`src/sbsr_pkg.sv`:
```
// Package for the status byte and service request block.
// Assumes one clock; all users write sbsr_pkg::name.
package sbsr_pkg;

  localparam int          BYTE_W         = 8;

  // Primary event status byte, bit positions
  localparam int          PRI_PARAM_ALT  = 0;
  localparam int          PRI_EXT_CHANGE = 2;
  localparam int          PRI_END_SWEEP  = 4;
  localparam int          PRI_SYNTAX_ERR = 5;
  localparam int          PRI_REQ_FLAG   = 6;

  // Extended condition status byte, bit positions
  localparam int          EXT_SELF_TEST  = 0;
  localparam int          EXT_POWER_FAIL = 5;
  localparam int          EXT_RF_UNLEV   = 6;
  localparam int          EXT_AIRFLOW    = 7;

  // Bits that exist as sticky condition flags
  localparam logic [7:0]  PRI_USED       = 8'h35;
  localparam logic [7:0]  EXT_USED       = 8'he1;
  // Primary bits that may raise a request
  localparam logic [7:0]  SRQ_SOURCES    = 8'h35;

  localparam logic [7:0]  STATUS_RESET   = 8'h00;
  localparam logic [7:0]  MASK_RESET     = 8'h00;
  // Altered parameter, syntax error and the request flag
  localparam logic [7:0]  MASK_EXAMPLE   = 8'h61;

endpackage : sbsr_pkg

```
`src/sbsr_flag_if.sv`:
```
// Carrier between the block and its sticky flag banks.
// Assumes the owner of the bank modport runs on the block clock.
`timescale 1ns/100ps
`default_nettype none

interface sbsr_flag_if #(
  parameter int WIDTH = 8
);
  logic [WIDTH-1:0] set;
  logic             clr;
  logic [WIDTH-1:0] q;

  modport bank (input set, input clr, output q);
  modport user (output set, output clr, input q);
endinterface : sbsr_flag_if

`default_nettype wire

```
`src/sbsr_sticky_bank.sv`:
```
// Bank of sticky condition flags, one status byte wide.
// Assumes set and clear are synchronous to clk.
`timescale 1ns/100ps
`default_nettype none

module sbsr_sticky_bank #(
  parameter int               WIDTH = 8,
  parameter logic [WIDTH-1:0] USED  = '1
) (
  input wire logic clk,
  input wire logic rst_n,
  sbsr_flag_if.bank flags
);

  if (WIDTH != sbsr_pkg::BYTE_W) begin : g_bad_width
    $error("sbsr_sticky_bank: status bytes are exactly eight bits");
  end

  logic [WIDTH-1:0] q_reg;
  logic [WIDTH-1:0] q_next;

  // Set beats clear so an event landing on the clear is kept
  assign q_next  = ((q_reg & ~{WIDTH{flags.clr}}) | flags.set) & USED;
  assign flags.q = q_reg;

  always_ff @(posedge clk or negedge rst_n) begin
    if (!rst_n) begin
      q_reg <= '0;
    end else begin
      q_reg <= q_next;
    end
  end

endmodule : sbsr_sticky_bank

`default_nettype wire

```
`src/sbsr_status_srq.sv`:
```
// Status bytes, request mask and service request of the instrument.
// Assumes event inputs, commands and clears are synchronous to REF_CLK.
//
// Behaviour
// - Two separate eight-bit status bytes, each bit one condition.
// - Bits numbered 0 to 7, bit 0 least significant.
// - Request raised only by active conditions enabled in the mask.
// - Mask value 97 enables altered-parameter, syntax-error and request flag.
// - Primary bit 0 flags a numeric parameter forced to default.
// - Primary bit 5 flags a command syntax error.
// - Primary bit 6 request, 4 end sweep, 2 extended change.
// - Extended bits: 7 airflow, 6 unleveled, 5 power, 0 self test.
// - Device clear empties status, keeping an event on the clear cycle; a new request may then rise.
// - Unleveled RF and power failure each report separately.
`timescale 1ns/100ps
`default_nettype none

module sbsr_status_srq (
  input  wire logic       REF_CLK,
  input  wire logic       RST_N,
  input  wire logic       PARAM_ALTERED,
  input  wire logic       SYNTAX_ERROR,
  input  wire logic       END_OF_SWEEP,
  input  wire logic       AIRFLOW_FAIL,
  input  wire logic       RF_UNLEVELED,
  input  wire logic       POWER_FAIL,
  input  wire logic       SELF_TEST_FAIL,
  input  wire logic       DEV_CLEAR,
  input  wire logic       PRESET,
  input  wire logic       MASK_WR,
  input  wire logic [7:0] MASK_DATA,
  input  wire logic       STATUS_RD,
  output logic      [7:0] STATUS_PRIMARY,
  output logic      [7:0] STATUS_EXTENDED,
  output logic            STATUS_VALID,
  output logic      [7:0] MASK_Q,
  output logic            SERVICE_REQUESTED_FLAG,
  output logic            SRQ_O,
  output logic            SRQ_OE
);

  ////////////////////////////////////////////////////////////////////////////
  // Sticky condition banks

  sbsr_flag_if #(.WIDTH(sbsr_pkg::BYTE_W)) pri_if ();
  sbsr_flag_if #(.WIDTH(sbsr_pkg::BYTE_W)) ext_if ();

  logic [7:0] pri_q;
  logic [7:0] ext_q;
  logic [7:0] ext_set;
  logic [7:0] pri_set;
  logic       ext_new;
  logic       clear_all;
  logic       pwr_on_reg;

  assign clear_all = DEV_CLEAR | PRESET;

  // Power-up is reported once, like a power failure
  always_ff @(posedge REF_CLK or negedge RST_N) begin
    if (!RST_N) begin
      pwr_on_reg <= 1'b1;
    end else begin
      pwr_on_reg <= 1'b0;
    end
  end

  always_comb begin
    ext_set = 8'h00;
    ext_set[sbsr_pkg::EXT_AIRFLOW]    = AIRFLOW_FAIL;
    ext_set[sbsr_pkg::EXT_RF_UNLEV]   = RF_UNLEVELED;
    ext_set[sbsr_pkg::EXT_POWER_FAIL] = POWER_FAIL | pwr_on_reg;
    ext_set[sbsr_pkg::EXT_SELF_TEST]  = SELF_TEST_FAIL;
  end

  // Only a condition not already held counts as a change
  assign ext_new = |(ext_set & ~ext_q & sbsr_pkg::EXT_USED);

  always_comb begin
    pri_set = 8'h00;
    pri_set[sbsr_pkg::PRI_PARAM_ALT]  = PARAM_ALTERED;
    pri_set[sbsr_pkg::PRI_EXT_CHANGE] = ext_new;
    pri_set[sbsr_pkg::PRI_END_SWEEP]  = END_OF_SWEEP;
    pri_set[sbsr_pkg::PRI_SYNTAX_ERR] = SYNTAX_ERROR;
  end

  assign pri_if.set = pri_set;
  assign pri_if.clr = clear_all;
  assign ext_if.set = ext_set;
  assign ext_if.clr = clear_all;
  assign pri_q      = pri_if.q;
  assign ext_q      = ext_if.q;

  sbsr_sticky_bank #(
    .WIDTH (sbsr_pkg::BYTE_W),
    .USED  (sbsr_pkg::PRI_USED)
  ) u_pri_bank (
    .clk   (REF_CLK),
    .rst_n (RST_N),
    .flags (pri_if.bank)
  );

  sbsr_sticky_bank #(
    .WIDTH (sbsr_pkg::BYTE_W),
    .USED  (sbsr_pkg::EXT_USED)
  ) u_ext_bank (
    .clk   (REF_CLK),
    .rst_n (RST_N),
    .flags (ext_if.bank)
  );

  ////////////////////////////////////////////////////////////////////////////
  // Request mask and service request

  logic [7:0] mask_reg;
  logic [7:0] mask_next;
  logic       req_flag_reg;
  logic       req_flag_next;

  // Preset restores the mask; a device clear leaves it armed
  assign mask_next = PRESET  ? sbsr_pkg::MASK_RESET :
                     MASK_WR ? MASK_DATA : mask_reg;

  // Mask bit 6 has no source; primary bit 6 only mirrors the request flag
  assign req_flag_next = |(pri_q & mask_reg & sbsr_pkg::SRQ_SOURCES);

  always_ff @(posedge REF_CLK or negedge RST_N) begin
    if (!RST_N) begin
      mask_reg     <= sbsr_pkg::MASK_RESET;
      req_flag_reg <= 1'b0;
    end else begin
      mask_reg     <= mask_next;
      req_flag_reg <= req_flag_next;
    end
  end

  assign MASK_Q                 = mask_reg;
  assign SERVICE_REQUESTED_FLAG = req_flag_reg;
  // Open-drain request line: pulled low while enabled
  assign SRQ_O                  = 1'b0;
  assign SRQ_OE                 = req_flag_reg;

  ////////////////////////////////////////////////////////////////////////////
  // Status read by the controller

  logic [7:0] pri_view;
  logic [7:0] rd_pri_reg;
  logic [7:0] rd_ext_reg;
  logic       rd_valid_reg;

  always_comb begin
    pri_view = pri_q;
    pri_view[sbsr_pkg::PRI_REQ_FLAG] = req_flag_reg;
  end

  // Snapshot keeps both bytes coherent for one poll
  always_ff @(posedge REF_CLK or negedge RST_N) begin
    if (!RST_N) begin
      rd_pri_reg   <= sbsr_pkg::STATUS_RESET;
      rd_ext_reg   <= sbsr_pkg::STATUS_RESET;
      rd_valid_reg <= 1'b0;
    end else begin
      rd_valid_reg <= STATUS_RD;
      if (STATUS_RD) begin
        rd_pri_reg <= pri_view;
        rd_ext_reg <= ext_q;
      end
    end
  end

  assign STATUS_PRIMARY  = rd_pri_reg;
  assign STATUS_EXTENDED = rd_ext_reg;
  assign STATUS_VALID    = rd_valid_reg;

  ////////////////////////////////////////////////////////////////////////////
  // Checks

  logic [7:0] enabled_q;
  assign enabled_q = pri_q & mask_reg & sbsr_pkg::SRQ_SOURCES;

  property p_srq_enabled;
    @(posedge REF_CLK) disable iff (!RST_N)
      (enabled_q != 8'h00) |=> (SRQ_OE && SERVICE_REQUESTED_FLAG);
  endproperty
  a_srq_enabled: assert property (p_srq_enabled)
    else $error("request not raised for enabled condition");

  property p_no_srq_masked;
    @(posedge REF_CLK) disable iff (!RST_N)
      (enabled_q == 8'h00) |=> !SRQ_OE;
  endproperty
  a_no_srq_masked: assert property (p_no_srq_masked)
    else $error("request raised with no enabled condition");

  property p_param_alt;
    @(posedge REF_CLK) disable iff (!RST_N)
      PARAM_ALTERED |=> pri_q[0];
  endproperty
  a_param_alt: assert property (p_param_alt)
    else $error("altered parameter not flagged in bit 0");

  property p_syntax;
    @(posedge REF_CLK) disable iff (!RST_N)
      SYNTAX_ERROR |=> pri_q[5];
  endproperty
  a_syntax: assert property (p_syntax)
    else $error("syntax error not flagged in bit 5");

  property p_ext_change;
    @(posedge REF_CLK) disable iff (!RST_N)
      (RF_UNLEVELED && !ext_q[6]) |=> (ext_q[6] && pri_q[2]);
  endproperty
  a_ext_change: assert property (p_ext_change)
    else $error("unleveled RF did not mark extended change");

  property p_sticky;
    @(posedge REF_CLK) disable iff (!RST_N)
      (pri_q[0] && !clear_all) [*2] |=> pri_q[0];
  endproperty
  a_sticky: assert property (p_sticky)
    else $error("condition bit dropped without a clear");

  property p_clear;
    @(posedge REF_CLK) disable iff (!RST_N)
      (DEV_CLEAR && ext_set == 8'h00 && pri_set == 8'h00) |=>
        (pri_q == 8'h00 && ext_q == 8'h00) ##1 !SRQ_OE;
  endproperty
  a_clear: assert property (p_clear)
    else $error("device clear left status or request set");

  property p_unused_zero;
    @(posedge REF_CLK) disable iff (!RST_N)
      (pri_q[7] | pri_q[3] | pri_q[1] | (|ext_q[4:1])) == 1'b0;
  endproperty
  a_unused_zero: assert property (p_unused_zero)
    else $error("unused status bit set");

  property p_mask_wr;
    @(posedge REF_CLK) disable iff (!RST_N)
      (MASK_WR && !PRESET) |=> (MASK_Q == $past(MASK_DATA));
  endproperty
  a_mask_wr: assert property (p_mask_wr)
    else $error("mask command not stored");

  property p_status_rd;
    @(posedge REF_CLK) disable iff (!RST_N)
      STATUS_RD |=> (STATUS_VALID && STATUS_PRIMARY[6] == $past(req_flag_reg)
                     && STATUS_EXTENDED == $past(ext_q));
  endproperty
  a_status_rd: assert property (p_status_rd)
    else $error("status read returned wrong bytes");

  property p_power_fail;
    @(posedge REF_CLK) disable iff (!RST_N)
      POWER_FAIL |=> ext_q[5];
  endproperty
  a_power_fail: assert property (p_power_fail)
    else $error("power failure not flagged in extended bit 5");

  c_mask_97: cover property (@(posedge REF_CLK) disable iff (!RST_N)
      (MASK_Q == sbsr_pkg::MASK_EXAMPLE) && PARAM_ALTERED ##2 SRQ_OE);
  c_clear_rearm: cover property (@(posedge REF_CLK) disable iff (!RST_N)
      SRQ_OE ##1 DEV_CLEAR ##2 !SRQ_OE ##[1:20] SRQ_OE);
  c_poll_during_srq: cover property (@(posedge REF_CLK) disable iff (!RST_N)
      SRQ_OE && STATUS_RD ##1 STATUS_VALID);
  c_set_on_clear: cover property (@(posedge REF_CLK) disable iff (!RST_N)
      DEV_CLEAR && SYNTAX_ERROR ##1 pri_q[5]);

endmodule : sbsr_status_srq

`default_nettype wire

```
`config.mk`:
```
export PLATFORM = sky130hd
export DESIGN_NAME = sbsr_status_srq
export DESIGN_NICKNAME = d
export VERILOG_FILES = /design/src/sbsr_pkg.sv /design/src/sbsr_flag_if.sv /design/src/sbsr_sticky_bank.sv /design/src/sbsr_status_srq.sv
export SDC_FILE = /design/constraint.sdc
export NUM_CORES = 1
export LEC_CHECK = 0
export ABC_AREA = 1
export BUFFER_PORTS_ARGS = -buffer_cell sky130_fd_sc_hd__buf_2
export CAP_MARGIN = 15
export CORE_MARGIN = 8
export CORE_UTILIZATION = 30
export DETAILED_ROUTE_END_ITERATION = 8
export GPL_TIMING_DRIVEN = 0
export PLACE_DENSITY = 0.53
export SYNTH_ARGS = -nofsm -noshare
export SYNTH_HDL_FRONTEND = slang
export SYNTH_HIERARCHICAL = 1
export SYNTH_SLANG_ARGS = --single-unit
```
`constraint.sdc`:
```
create_clock -name REF_CLK -period 1.71 [get_ports REF_CLK]
set_input_delay 0.2565 -clock REF_CLK [delete_from_list [all_inputs] [get_ports REF_CLK]]
set_output_delay 0.2565 -clock REF_CLK [all_outputs]
set_load 0.01 [all_outputs]
```
==> impl_metrics.tcl, run 1 <==
set metrics [dict create \
    syn_area_sq_mm 0.001478 \
    status "completed" \
    setup-tns-final_ns 0 \
    clkLatencyLatePin_ns 0.28 \
    start_util_pct 31.28 \
    final_util_pct 40.13 \
    fin_area_sq_mm 0.001896 \
    critical_path_class "flip-flop to primary output" \
    num_rows 25 \
    place.gp.congestion 0.7506 \
    finalSetupViolations 0 \
    dieWidth_um 86.18 \
    max_slew_margin_pct 48.46 \
    die_area_sq_mm 0.007427 \
    grt_max_degree 36 \
    start_kind "flip-flop" \
    slew_viol_final 0 \
    placed_area_sq_mm 0.001814 \
    setup_ws_ns 0.4954 \
    area_growth_pct 28.28 \
    ir_drop_v 0.0002698 \
    ios 49 \
    required_ns 1.45 \
    core-area_sq_mm 0.004723 \
    cts-hold-fix-buffers 0 \
    r2r_slack_ns 0.76 \
    routed_wl_um 3029 \
    hold_ws_ns 0.04621 \
    powerDensity_mw_per_mm2 924.2 \
    yosysWarnings 6 \
    via_per_inst 3.829 \
    grt_pass1_wl_um 5092 \
    dp.cells 285 \
    power.leakage_nw 1.092 \
    p_total_mw 1.752 \
    htreeDepth 2 \
    timing.rr.end "u_pri_bank/flags.q[2]$_DFF_PN0_" \
    finalHoldViolCount 0 \
    die_h_um 86.18 \
    end_kind "primary output" \
    dpl_worst_slack_ns 0.7225 \
    ff2ff_path_depth 5 \
    avgRoutedWirePerCell_um 10.34 \
    clk_path_buf_depth 2 \
    post-cts-setup-buffers 0 \
    finalNonFillerCells 293 \
    via_count 1122 \
    arrival_ns 0.96 \
    hold_path.class "input port to asynchronous set/reset pin" \
    antenna_found_initial 0 \
    clkTransAtPathRegs_ns 0.07 \
    syn_area_per_cell_sq_um 8.902 \
    crit_path_end "SRQ_OE" \
    grt_pass1_vias 1157 \
    layout-drive-gt1-share_pct 32.74 \
    clockRootBuffer "clkbuf_8" \
    cts_sinks 35 \
    worst_r2r_startpoint "pwr_on_reg$_DFF_PN1_" \
    cts-resized-gates 0 \
    period_needed_ns 1.215 \
    synthCells 166 \
    cp-startpoint "SERVICE_REQUESTED_FLAG$_DFF_PN0_" \
    drt_iter0_drc 16 \
    place_hpwl_um 2281 \
    io_buffers 46 \
    dr.pass1.iters 4 \
    grtUsageTotal_pct 8.795 \
    n_antenna_cell 0 \
    drtAntennaViolNets 0 \
    finClkSkew_ns 0.005917 \
    cts_tree "done" \
    n_fill_cell 482 \
    nets 246 \
    fmax_mhz 823.3 \
    grt_overflow 0 \
    drc_errors 0 \
    drv_cap 0 \
    numCtsBuffers 5 \
    timing.final.crit_share_pct 71.03 \
    cp_max_fo 3 \
    tightest_slew_ns 0.7731 \
    rsz0062_at_grt "false" \
]
-- where the power goes --
part           leakage [nW]  internal, mW  total [mW]  switching, mW
sequential            0.418         0.896       0.932         0.0368
clock                0.0422         0.286       0.566          0.280
combinational         0.631         0.112       0.254          0.142
total                  1.09          1.29        1.75          0.459
-- placed cells by master, fill, tap and decap left out --
master	instances
nand3_1	8
nor2_2	1
dfrtp_1	34
a21oi_1	2
a21oi_2	1
nand2_1	54
clkbuf_8	5
inv_2	3
dfstp_2	1
conb_1	9
buf_2	47
nor2_4	1
or2_2	2
clkbuf_1	2
nor2_1	4
buf_4	9
buf_6	3
clkinv_2	1
inv_1	25
o21ai_0	13
nand4_1	1
-- worst min-delay path by stage --
stage          startpoint                              to  cells after the start  slack, ns
3_3_place_gp        RST_N  STATUS_EXTENDED[1]$_DFFE_PN0P_                      1       0.39
4_1_cts             RST_N  STATUS_EXTENDED[1]$_DFFE_PN0P_                      1       0.08
3_5_place_dp        RST_N  STATUS_EXTENDED[1]$_DFFE_PN0P_                      1       0.39
2_1_floorplan       RST_N           MASK_Q[0]$_DFFE_PN0P_                      0      -0.04
5_1_grt             RST_N           MASK_Q[5]$_DFFE_PN0P_                      1       0.11
6_report            RST_N           MASK_Q[5]$_DFFE_PN0P_                      1       0.05
-- critical path, stage by stage, from the launching register on --
cell and delay (ns):
dfrtp_1 0.41, buf_4 0.14, buf_2 0.13
-- per-layer routing --
layer,vias up,GRT usage [%],wire length (um)
met2,35,14.28,1395
li1,596,-,-
met1,486,9.231,1296
met3,5,4.537,272
met4,0,4.225,65
met5,-,0,0
-- area by class of cell --
class | count | area [sq um] | share of cell area [%]
inverters | 28 | 105.1 | 5.545
plain buffers | 13 | 106.4 | 5.611
repair buffers | 46 | 230.2 | 12.15
clock inverters | 1 | 5.005 | 0.2640
well taps | 67 | 83.83 | 4.422
multi-input cells | 96 | 411.6 | 21.72
clock buffers | 7 | 76.32 | 4.026
flip-flops and latches | 35 | 877.1 | 46.27
Note: power is estimated with default switching activity, not from simulation.
==> run 2, diff against run 1 <==
--- a/config.mk
+++ b/config.mk
@@ -12,7 +12,7 @@
 export CORE_UTILIZATION = 30
 export DETAILED_ROUTE_END_ITERATION = 8
 export GPL_TIMING_DRIVEN = 0
-export PLACE_DENSITY = 0.53
+export PLACE_DENSITY = 0.55
 export SYNTH_ARGS = -nofsm -noshare
 export SYNTH_HDL_FRONTEND = slang
 export SYNTH_HIERARCHICAL = 1
==> constraint.sdc (replaced) <==
create_clock -name REF_CLK -period 1.1 [get_ports REF_CLK]
set_input_delay 0.165 -clock REF_CLK [delete_from_list [all_inputs] [get_ports REF_CLK]]
set_output_delay 0.165 -clock REF_CLK [all_outputs]
set_load 0.01 [all_outputs]
==> impl_metrics.tcl, run 2 (synthesis gave the netlist of run 1 again) <==
set metrics [dict create \
    status "completed" \
    place.gp.congestion 0.7066 \
    avgRoutedWirePerCell_um 10.24 \
    io_buffers 46 \
    final_cell_mix "nand2_1, buf_2, dfrtp_1" \
    period_needed_ns 1.012 \
    dpl_worst_slack_ns 0.1448 \
    area_growth_pct 28.96 \
    slew_viol_final 0 \
    finClkSkew_ns 0.004436 \
    die_h_um 86.18 \
    r2r_slack_ns 0.15 \
    drv_cap 0 \
    critical-path-top-delay-family "flip-flops" \
    finalHoldViolCount 0 \
    cts_sinks 35 \
    cp_slowest_stage_delay_ns 0.41 \
    clockRootBuffer "clkbuf_8" \
    via_count 1118 \
    end_kind "primary output" \
    layout_commonest_cell "nand2_1" \
    hold_ws_ns 0.06641 \
    drt_iter0_drc 20 \
    timing.final.crit_share_pct 91.96 \
    num_rows 25 \
    grt_pass1_vias 1154 \
    ff2ff_path_depth 5 \
    critical_path_class "flip-flop to primary output" \
    hold_path.class "input port to flip-flop" \
    clk_path_buf_depth 2 \
    start_kind "flip-flop" \
    layout-drive-gt1-share_pct 31.86 \
    worst_r2r_startpoint "pwr_on_reg$_DFF_PN1_" \
    routed_wl_um 2999 \
    cp-startpoint "SERVICE_REQUESTED_FLAG$_DFF_PN0_" \
    power.leakage_nw 1.090 \
    core-area_sq_mm 0.004723 \
    crit_buf_inv 1 \
    grt_max_degree 36 \
    ir_drop_v 0.0004342 \
    clkLatencyLatePin_ns 0.28 \
    finalSetupViolations 0 \
    dieWidth_um 86.18 \
    n_antenna_cell 0 \
    die_area_sq_mm 0.007427 \
    place_hpwl_um 2277 \
    critPathSlowestCell "dfrtp_1" \
    numCtsBuffers 5 \
    antenna_found_initial 0 \
    fmax_mhz 988.6 \
    powerDensity_mw_per_mm2 1424 \
    cp_max_fo 3 \
    crit_cells 1 \
    final_util_pct 40.34 \
    setup-tns-final_ns 0 \
    p_total_mw 2.714 \
    drtAntennaViolNets 0 \
    setup_ws_ns 0.08848 \
    min_to "u_pri_bank/flags.q[5]$_DFF_PN0_" \
    holdPathStages 3 \
    grt_overflow 0 \
    htreeDepth 2 \
    via_per_inst 3.816 \
    timing.rr.end "u_pri_bank/flags.q[2]$_DFF_PN0_" \
    cts_tree "done" \
    nets 246 \
    worstPathCellList "buf_2" \
    required_ns 0.94 \
    ios 49 \
    worstHoldStart "SYNTAX_ERROR" \
    start_util_pct 31.28 \
    grt_pass1_wl_um 5271 \
    clkTransAtPathRegs_ns 0.07 \
    grtUsageTotal_pct 9.075 \
    dr.pass1.iters 4 \
    rsz0062_at_grt "false" \
    arrival_ns 0.85 \
    drc_errors 0 \
]
[run 2: cell count changes in the layout (fill, tap and decap cells not counted), sizes merged]
cell	delta
buf	-2
dlygate4sd3	+1
clkbuf	+2
clkinv	-1
[run 2: routing by layer]
| metal | GRT usage (%) | wire length, um | up-vias |
|---|---|---|---|
| li1 | - | - | 598 |
| met1 | 9.915 | 1355 | 482 |
| met2 | 14.49 | 1316 | 34 |
| met3 | 4.726 | 295 | 4 |
| met4 | 3.756 | 32 | 0 |
| met5 | 0 | 0 | - |
[run 2: per-stage QoR]
| stage | instance area (sq um) | cells |
|---|---|---|
| 2_1_floorplan | 1500 | 172 |
| 3_3_place_gp | 1814 | 285 |
| 3_5_place_dp | 1814 | 285 |
| 4_1_cts | 1903 | 293 |
| 5_1_grt | 1906 | 293 |
| 6_report | 1906 | 293 |
[run 2: how the worst max path moves through the flow]
stage          slack, ns                               to
6_report            0.09           SERVICE_REQUESTED_FLAG
5_1_grt             0.04           SERVICE_REQUESTED_FLAG
4_1_cts             0.03    STATUS_PRIMARY[2]$_DFFE_PN0P_
3_5_place_dp        0.14  u_pri_bank/flags.q[2]$_DFF_PN0_
3_3_place_gp        0.15  u_pri_bank/flags.q[2]$_DFF_PN0_
2_1_floorplan       0.18  u_pri_bank/flags.q[2]$_DFF_PN0_
[run 2: area by class of cell]
class,count,area [sq um]
clock buffer,8,80.08
multi-input combinational,96,411.6
inverter,28,105.1
timing repair buffer,47,249.0
tap,67,83.83
buffer,12,98.84
fill,503,2818
sequential,35,877.1
[run 2: power breakdown]
group / switching, mW / internal [mW]
Sequential: 0.0574 / 1.39
Combinational: 0.221 / 0.177
Clock: 0.417 / 0.449
[run 2: what timing repair did]
item,CTS,global route
endpoints found under the setup margin,1,34
gates cloned,0,0
gates resized for setup,1,1
setup buffers,0,0
hold buffers,1,0
endpoints found under the hold margin,34,0
pin swaps,0,0
[run 2: worst reg2reg max path: stages, from the launching register on]
cell     delay, ns
dfstp_2       0.36
or2_2         0.29
nand2_1       0.06
nand2_1       0.05
inv_1         0.05
nand2_1       0.04
==> run 3, diff against run 2 <==
--- a/config.mk
+++ b/config.mk
@@ -13,6 +13,7 @@
 export DETAILED_ROUTE_END_ITERATION = 8
 export GPL_TIMING_DRIVEN = 0
 export PLACE_DENSITY = 0.55
+export RECOVER_POWER = 25
 export SYNTH_ARGS = -nofsm -noshare
 export SYNTH_HDL_FRONTEND = slang
 export SYNTH_HIERARCHICAL = 1
==> impl_metrics.tcl, run 3 (synthesis gave the netlist of run 1 again) <==
set metrics [dict create \
    cp_max_fo 3 \
    critPathSlowestCell "dfrtp_1" \
    slew_viol_final 0 \
    cp_slowest_stage_delay_ns 0.41 \
    die_h_um 86.18 \
    drt_iter0_drc 24 \
    fmax_mhz 988.5 \
    post-cts-setup-buffers 0 \
    finalNonFillerCells 293 \
    powerDensity_mw_per_mm2 1427 \
    start_util_pct 31.28 \
    crit_cells 1 \
    holdPathStages 3 \
    clk_path_buf_depth 2 \
    cp-startpoint "SERVICE_REQUESTED_FLAG$_DFF_PN0_" \
    dr.pass1.iters 4 \
    hold_path.class "input port to flip-flop" \
    grt_overflow 0 \
    grtUsageTotal_pct 9.075 \
    htreeDepth 2 \
    grt_max_degree 36 \
    setup-tns-final_ns 0 \
    layout-drive-gt1-share_pct 30.09 \
    die_area_sq_mm 0.007427 \
    place.gp.congestion 0.7066 \
    critical-path-top-delay-family "flip-flops" \
    drv_cap 0 \
    ios 49 \
    core-area_sq_mm 0.004723 \
    ir_drop_v 0.0004342 \
    nets 246 \
    ff2ff_path_depth 5 \
    finClkSkew_ns 0.004400 \
    num_rows 25 \
    grt_pass1_vias 1154 \
    required_ns 0.94 \
    status "completed" \
    cts_tree "done" \
    timing.final.crit_share_pct 91.97 \
    cts_sinks 35 \
    worstPathCellList "buf_2" \
    dieWidth_um 86.18 \
    avgRoutedWirePerCell_um 10.25 \
    crit_buf_inv 1 \
    area_growth_pct 28.54 \
    start_kind "flip-flop" \
    n_antenna_cell 0 \
    ff_latch_area_sq_um 877.1 \
    numCtsBuffers 5 \
    end_kind "primary output" \
    multi_input_area_sq_um 407.9 \
    clkLatencyLatePin_ns 0.28 \
    critical_path_class "flip-flop to primary output" \
    routed_wl_um 3003 \
    n_fill_cell 505 \
    clkTransAtPathRegs_ns 0.07 \
    drc_errors 0 \
    worstHoldStart "SYNTAX_ERROR" \
    grt_pass1_wl_um 5271 \
    clockRootBuffer "clkbuf_8" \
    via_per_inst 3.812 \
    place_hpwl_um 2277 \
    drtAntennaViolNets 0 \
    io_buffers 46 \
    final_cell_mix "nand2_1, buf_2, dfrtp_1" \
    rsz0062_at_grt "false" \
    layout_commonest_cell "nand2_1" \
    arrival_ns 0.85 \
    power.leakage_nw 1.086 \
    dp.cells 285 \
    antenna_found_initial 0 \
    via_count 1117 \
    period_needed_ns 1.012 \
    finalSetupViolations 0 \
    finalHoldViolCount 0 \
    worst_r2r_startpoint "pwr_on_reg$_DFF_PN1_" \
]
-- run 3: cell types whose count changed in the layout (fill, tap and decap cells not counted), sizes merged --
cell	change
clkbuf	+2
buf	-2
-- run 3: final timing paths --
kind | to | slack (ns)
max in group asynchronous | pwr_on_reg$_DFF_PN1_ | 0.33
min in group asynchronous | SERVICE_REQUESTED_FLAG$_DFF_PN0_ | 0.42
setup / recovery | SERVICE_REQUESTED_FLAG | 0.09
hold / removal | u_pri_bank/flags.q[5]$_DFF_PN0_ | 0.07
setup reg to reg | u_pri_bank/flags.q[2]$_DFF_PN0_ | 0.15
hold reg to reg | u_ext_bank/flags.q[5]$_DFF_PN0_ | 0.47
-- run 3: what timing repair did --
| item | in CTS | in global routing |
|---|---|---|
| setup endpoints to repair | 1 | 34 |
| hold buffers | 1 | 0 |
| endpoints found under the hold margin | 34 | 0 |
| gates resized for setup | 1 | 1 |
-- run 3: power by group --
part           internal (mW)  switching, mW  leakage [nW]
combinational          0.174          0.220         0.628
clock                  0.449          0.417        0.0395
sequential              1.39         0.0574         0.418
total                   2.02          0.694          1.09
-- run 3: layout make-up --
class | instances | share of cell area, %
multi-input combinational | 96 | 21.48
sequential | 35 | 46.18
timing repair buffer | 47 | 12.98
inverter | 28 | 5.534
buffer | 12 | 5.204
clock buffer | 8 | 4.216
tap | 67 | 4.414
-- run 3: through the flow --
stage	hold WS, ns	cell area, sq um	power, mW	worst slack (ns)	util, %
final	0.06630	1899	2.710	0.08836	40.21
after CTS	0.05114	1903	2.777	0.03326	40.29
after detailed placement	0.2958	1814	1.881	0.1448	38.41
after global placement	0.2951	1814	1.875	0.1503	38.41
after floorplan	-0.1306	1500	1.686	0.1825	-
after global routing	0.05686	1899	2.900	0.03804	40.21
-- run 3: metal layers --
layer | vias up | global-route usage, % | part of all wire (%)
met5 | - | 0 | 0
met4 | 0 | 3.756 | 1.1
met3 | 4 | 4.726 | 9.8
met2 | 34 | 14.49 | 44
met1 | 482 | 9.915 | 45
li1 | 597 | - | -
